## config.mk

```make
export PLATFORM = sky130hd
export DESIGN_NAME = sba_arbiter
export DESIGN_NICKNAME = d
export VERILOG_FILES = /design/src/verilog/sba_pkg.sv /design/src/verilog/sba_rr_pick.sv /design/src/verilog/sba_arbiter.sv
export VERILOG_INCLUDE_DIRS = /design/src /design/src/verilog
export SDC_FILE = /design/constraint.sdc
export NUM_CORES = 1
export LEC_CHECK = 0
export BUFFER_PORTS_ARGS = -buffer_cell sky130_fd_sc_hd__buf_2
export CAP_MARGIN = 20
export CORE_MARGIN = 2
export CORE_UTILIZATION = 50
export DETAILED_ROUTE_END_ITERATION = 10
export GPL_TIMING_DRIVEN = 0
export PLACE_DENSITY_LB_ADDON = 0.2
export SLEW_MARGIN = 20
export SYNTH_ARGS = -nofsm -noshare
export SYNTH_HDL_FRONTEND = slang
export SYNTH_SLANG_ARGS = --single-unit
```

## constraint.sdc

```tcl
create_clock -name mclk -period 26.7 [get_ports mclk]
set_input_delay 2.67 -clock mclk [delete_from_list [all_inputs] [get_ports mclk]]
set_output_delay 2.67 -clock mclk [all_outputs]
set_load 0.1 [all_outputs]
```

## src/verilog/sba_cfg.svh

```systemverilog
// Purpose: Constants for the system bus dual-issue arbiter.
// Assumes: Ten requesters, fixed index map.
// Notes: Index 0 is the processor, 1 the JTAG unit, then read/write pairs per DMA channel.
`ifndef SBA_CFG_SVH
`define SBA_CFG_SVH

`define SBA_NUM_MASTERS 10
`define SBA_NUM_DMA 4
`define SBA_IDX_W 4
`define SBA_IDX_CPU 4'h0
`define SBA_IDX_JTAG 4'h1
`define SBA_IDX_DMA_BASE 4'h2
`define SBA_IDX_LAST 4'h9
`define SBA_DMA_RD_MASK 10'h154
`define SBA_DMA_WR_MASK 10'h2a8
`define SBA_ADDR_ALWAYS 10'h003
`define SBA_VEC_RESET 10'h000
`define SBA_PTR_RESET 4'h0

`endif

```

## src/verilog/sba_pkg.sv

```systemverilog
// Purpose: Types shared by the system bus arbiter files.
// Assumes: Widths from sba_cfg.svh.
// Notes: Types only; constants live in the header.
`include "sba_cfg.svh"

package sba_pkg;
  typedef logic [`SBA_NUM_MASTERS-1:0] sba_vec_t;
  typedef logic [`SBA_IDX_W-1:0] sba_idx_t;
endpackage : sba_pkg

```

## src/verilog/sba_rr_pick.sv

```systemverilog
// Purpose: Round-robin search over the requester vector.
// Assumes: Pointer always below the requester count.
// Notes: Purely combinational; first set bit at or after the pointer wins.
`timescale 1ns/1ns
`include "sba_cfg.svh"

module sba_rr_pick
  import sba_pkg::*;
(
  // Search input
  input wire sba_vec_t mask,
  input wire sba_idx_t ptr,
  // Result
  output logic found,
  output sba_idx_t idx
);
  sba_idx_t j;

  always_comb begin
    found = 1'b0;
    idx = `SBA_IDX_CPU;
    j = ptr;
    for (int k = 0; k < `SBA_NUM_MASTERS; k++) begin
      if (!found && mask[j]) begin
        found = 1'b1;
        idx = j;
      end
      j = (j == `SBA_IDX_LAST) ? `SBA_IDX_CPU : sba_idx_t'(j + 4'h1);
    end
  end
endmodule : sba_rr_pick

```

## src/verilog/sba_arbiter.sv

```systemverilog
// Purpose: Dual-issue round-robin arbiter for the on-chip system bus.
// Assumes: Requesters hold req until their grant cycle (and any wait-states) has ended.
// Notes: Two slots, read side and write side; the single address path goes to at most one of them.
`timescale 1ns/1ns
`include "sba_cfg.svh"

module sba_arbiter
  import sba_pkg::*;
(
  // Clock and reset
  input wire logic mclk,
  input wire logic srst,
  // Requests, one per master
  input wire sba_vec_t req,
  // Direction of processor and JTAG requests, high for write
  input wire logic cpu_wr,
  input wire logic jtag_wr,
  // DMA transfer kind per channel, high for addressed, low for acknowledge
  input wire logic [`SBA_NUM_DMA-1:0] dma_rd_addressed,
  input wire logic [`SBA_NUM_DMA-1:0] dma_wr_addressed,
  // Wait-state per data path for the current bus cycle
  input wire logic wait_rd,
  input wire logic wait_wr,
  // Grants
  output sba_vec_t rd_gnt,
  output sba_vec_t wr_gnt,
  output sba_vec_t addr_gnt,
  output logic paired
);
  sba_vec_t dir_wr;
  sba_vec_t needs_addr;
  sba_idx_t ptr;
  sba_idx_t next_ptr;
  sba_vec_t next_rd_gnt;
  sba_vec_t next_wr_gnt;
  sba_vec_t next_addr_gnt;
  logic next_paired;
  logic rd_hold;
  logic wr_hold;
  logic addr_busy;
  sba_vec_t cand;
  sba_vec_t elig_rd;
  sba_vec_t elig_wr;
  sba_vec_t first_mask;
  sba_vec_t second_mask;
  sba_vec_t first_oh;
  sba_vec_t second_oh;
  logic first_found;
  logic second_found;
  sba_idx_t first_idx;
  sba_idx_t second_idx;
  sba_vec_t behind_ptr;

  // Fixed requester attributes
  assign dir_wr[`SBA_IDX_CPU] = cpu_wr;
  assign dir_wr[`SBA_IDX_JTAG] = jtag_wr;
  assign needs_addr[`SBA_IDX_CPU] = 1'b1;
  assign needs_addr[`SBA_IDX_JTAG] = 1'b1;

  // Each DMA channel owns a separate read and write requester
  for (genvar c = 0; c < `SBA_NUM_DMA; c++) begin : g_dma
    assign dir_wr[2 + 2 * c] = 1'b0;
    assign dir_wr[3 + 2 * c] = 1'b1;
    assign needs_addr[2 + 2 * c] = dma_rd_addressed[c];
    assign needs_addr[3 + 2 * c] = dma_wr_addressed[c];
  end

  // A slot stays with its owner while its data path is waiting
  assign rd_hold = (|rd_gnt) && wait_rd;
  assign wr_hold = (|wr_gnt) && wait_wr;
  assign addr_busy = (rd_hold && |(rd_gnt & addr_gnt)) || (wr_hold && |(wr_gnt & addr_gnt));

  always_comb begin
    cand = req;
    if (rd_hold) begin
      cand = cand & ~rd_gnt;
    end
    if (wr_hold) begin
      cand = cand & ~wr_gnt;
    end
    elig_rd = rd_hold ? `SBA_VEC_RESET : (cand & ~dir_wr);
    elig_wr = wr_hold ? `SBA_VEC_RESET : (cand & dir_wr);
    if (addr_busy) begin
      elig_rd = elig_rd & ~needs_addr;
      elig_wr = elig_wr & ~needs_addr;
    end
    first_mask = elig_rd | elig_wr;
  end

  sba_rr_pick u_first (
    .mask(first_mask),
    .ptr(ptr),
    .found(first_found),
    .idx(first_idx)
  );

  always_comb begin
    first_oh = first_found ? sba_vec_t'(10'h001 << first_idx) : `SBA_VEC_RESET;
    // Partner must sit on the other data path
    second_mask = (|(first_oh & dir_wr)) ? elig_rd : elig_wr;
    // Only one of the pair may use the address path
    if (|(first_oh & needs_addr)) begin
      second_mask = second_mask & ~needs_addr;
    end
    if (!first_found) begin
      second_mask = `SBA_VEC_RESET;
    end
  end

  sba_rr_pick u_second (
    .mask(second_mask),
    .ptr(ptr),
    .found(second_found),
    .idx(second_idx)
  );

  always_comb begin
    second_oh = second_found ? sba_vec_t'(10'h001 << second_idx) : `SBA_VEC_RESET;
    next_rd_gnt = rd_hold ? rd_gnt : ((first_oh | second_oh) & ~dir_wr);
    next_wr_gnt = wr_hold ? wr_gnt : ((first_oh | second_oh) & dir_wr);
    next_addr_gnt = (next_rd_gnt | next_wr_gnt) & needs_addr;
    if (rd_hold) begin
      next_addr_gnt = (next_addr_gnt & ~rd_gnt) | (rd_gnt & addr_gnt);
    end
    if (wr_hold) begin
      next_addr_gnt = (next_addr_gnt & ~wr_gnt) | (wr_gnt & addr_gnt);
    end
    next_paired = (|next_rd_gnt) && (|next_wr_gnt);
    // Priority moves past the first-picked winner; the second pick does not move it
    next_ptr = ptr;
    if (first_found) begin
      next_ptr = (first_idx == `SBA_IDX_LAST) ? `SBA_IDX_CPU : sba_idx_t'(first_idx + 4'h1);
    end
  end

  always_ff @(posedge mclk) begin
    if (srst) begin
      rd_gnt <= `SBA_VEC_RESET;
      wr_gnt <= `SBA_VEC_RESET;
      addr_gnt <= `SBA_VEC_RESET;
      paired <= 1'b0;
      ptr <= `SBA_PTR_RESET;
    end else begin
      rd_gnt <= next_rd_gnt;
      wr_gnt <= next_wr_gnt;
      addr_gnt <= next_addr_gnt;
      paired <= next_paired;
      ptr <= next_ptr;
    end
  end

  // Requester that the pointer has just moved past
  assign behind_ptr = (ptr == `SBA_PTR_RESET) ? sba_vec_t'(10'h001 << `SBA_IDX_LAST) :
    sba_vec_t'(10'h001 << (ptr - 4'h1));
endmodule : sba_arbiter

```

==> impl_results.md <==
* Final period utilization at 64.1%
* GPL Wtd Cong at roughly 1.0
* Clock Latency Late Sink at just under 0.3 ns
* Post-Syn Instances at 867
* Worst reg2reg setup slack at between 9 and 10 ns
* Max Cap Viol at 0
* Initial antenna violation count at 0
* CTS H-tree depth at 2
* Avg Cell Area, Syn at 7.25 um^2
* Starting Density at 51.7%
* Most frequent cells in the layout: nand2_1 (109), nor2_1 (78), buf_2 (61)
* Cell mode on critical path: ha_1
* Commonest non-fill, non-tap cell in the layout: nand2_1
* DP Worst Slack at 10.36 ns
* CP startpoint: ptr[0]
* Fraction of layout cells with a size suffix above 1 at 16.1%
* Port Buffers at 52
* CTS Buffer Depth at 2
* GRT Residual Overflow at 0
* Adder-Cell Fraction of Synth Area at between 3 and 4%
* Ant diodes at 0
* Post-route minimum period at 17.11 ns
* Relative slew slack at 24.7%
* Count of final setup violators at 0
* CTS tree: yes
* Fill count at 1254
* Worst-path clk slew at around 0.060 ns
* CP endpoint kind: register
* Final Hold Fails at 0
* Proportion of synthesized area in mux cells at 5.65%
* Hold buffers post-CTS at 0
* CP max FO at 10
* Slowest stage delay, CP at 0.72 ns
* Clock root cell: clkbuf_16
* Req. time, crit path at 26.94 ns
* Post-CTS setup buffer count at 0
* Max Slew Vio Count at 0
* Netlist cell types at approximately 120
* DRT antenna net count at 0
* Sequential-to-total area share from yosys stat at 11.1%
* Vias per cell at 7.34
* Gr usage total at 40.6%
* Critical path class: register to register
* Syn nets at 907
* Vias in the first global route at between 7000 and 8000
* Fin Setup TNS at 0 ns
* Post-synth ARST share at 0%
* Synth Area in Simple Gates at 31.5%
* Clock sinks at 35
* Rows at 40
* I/O pin cnt at 55
* Final instance area at a little under 7000 um^2
* Seq cells post-synth at 35
* Drt total wl at 27500 um
* Fin util at 56.9%
* Detailed-route DRC error count at 0
* RSZ-0062 raised after global routing: false
* Area post-placement at 6760 um^2
* DIE WIDTH at 116 um
* Post-CTS Resized at 0
* Fmax at 58.5 MHz
* Largest family of logic cells by synthesized area: compound AO/OA/AOI/OAI gates
* Global-route wire length before repair at 41600 um
* Area delta synth->final at 10.0%
* Outcome: finished, final reports clean
* Synth Warn # at 0
* DIE HEIGHT at 116 um
* Layout Nets at between 900 and 1000
* Worst R2R Start: ptr[0]
* Complex-gate fraction of the synthesized area at approximately two fifths
* Critical path arrival at 17.34 ns
* Die Area at 13500 um^2
* Num CTS Buffers at 5
* Core box area at 12200 um^2
* Multi-input logic area at between 5000 and 6000 um^2
* Setup Skew at ~0.0082 ns
* Routed wire length per instance at 25.1 um
* Worst-Margin Slew at 1.13 ns
* Pin count of the biggest net entering global routing at 16
* Worst reg-to-reg path cell count at 49
* Vias post-DR at roughly 8000
* CP startpoint kind: register
* Xor/xnor share of the synthesized area at between 2 and 2.5%
* Setup WS post-layout at around 9.6 ns
* First drt pass iteration count at 8
* Synth Cell Area at 6290 um^2
* Top_reg_cell synth: dfxtp_1
* Reg area at ~700 um^2
* Worst Hold Class: register to register
* DRT iter0 DRCs at 1282
* Dpl hpwl at 21800 um
* Crit path max-delay cell type: clkbuf_1
* Post-synth EDFFs at 0
==> cell usage after synthesis, drive strengths merged, types with 8 or more instances <==
master   count  area [um^2]
o211ai      16          125
o32ai       11          126
o22ai        8         50.1
a21oi       48          267
inv         27          101
ha          16          200
nor3        31          160
o31ai       12          104
nor2        78          293
a2111oi      9          118
or4          8         60.1
nand2      110          415
dfxtp       35          701
nand4       10         62.6
and2        18          113
a32oi       11          138
buf         18          105
o211a        8         80.1
or3         11         68.8
a22oi       12          109
or2         15         93.8
and3        12         75.1
mux2i       25          250
nand3       32          160
a211oi      15          133
xnor2        9         93.8
a21o        11         83.8
a31oi       15         93.8
nand2b      14         87.6
nor2b        8         50.1
clkbuf      22         83.8
o21ai       42          225
==> per-stage QoR <==
stage / instances / hold WS, ns
final: 1095 / 0.513
after floorplan: 867 / 0.841
after global placement: 1087 / 0.502
after global routing: 1095 / 0.536
after detailed placement: 1087 / 0.505
after CTS: 1095 / 0.511
==> cell families (layout without fill, tap and decap cells) <==
kind of cell	count (synthesis)	in the layout
and+or+nand+nor	386	386
AOI/OAI and AO/OA	319	319
buffers and inverters	68	128
DFF	35	35
muxes	32	32
adders and majority gates	16	16
xor gates and xnor gates	11	11
==> critical path: cells and delay by family (launching register included) <==
kind / cells / cell delay [ns]
AND/OR/NAND/NOR: 10 / 3.33
multiplexers: 1 / 0.22
AO/OA/AOI/OAI: 19 / 5.49
buffers and inverters: 11 / 4.88
adder cells (fa/ha/maj): 8 / 2.79
flip-flops: 1 / 0.30
==> how the worst min path moves through the flow <==
stage	from	endpoint	slack, ns	cells past startpoint
2_1_floorplan	ptr[2]	ptr[2]	0.84	5
3_3_place_gp	register	register	0.50	2
3_5_place_dp	register	register	0.50	2
4_1_cts	register	register	0.51	2
5_1_grt	register	register	0.54	2
6_report	register	register	0.51	2
==> routing by layer <==
layer / vias up / global-route usage [%] / routed length (um)
li1: 3538 / - / -
met1: 3809 / 60.0 / 11500
met2: 618 / 57.8 / 11200
met3: 76 / 10.5 / 3960
met4: 0 / 11.7 / 844
met5: - / 0 / 0
==> cell type report <==
type / instances / area share (%)
clock buffers: 7 / 2.06
well taps: 168 / 3.04
flip-flops and latches: 35 / 10.1
multi-input cells: 764 / 76.6
inverters: 28 / 1.52
repair buffers: 52 / 3.76
plain buffers: 40 / 2.73
clock inverters: 1 / 0.127
Power is not shown: default switching activity piles up to over one toggle a cycle in this logic, so the estimate is an artifact.
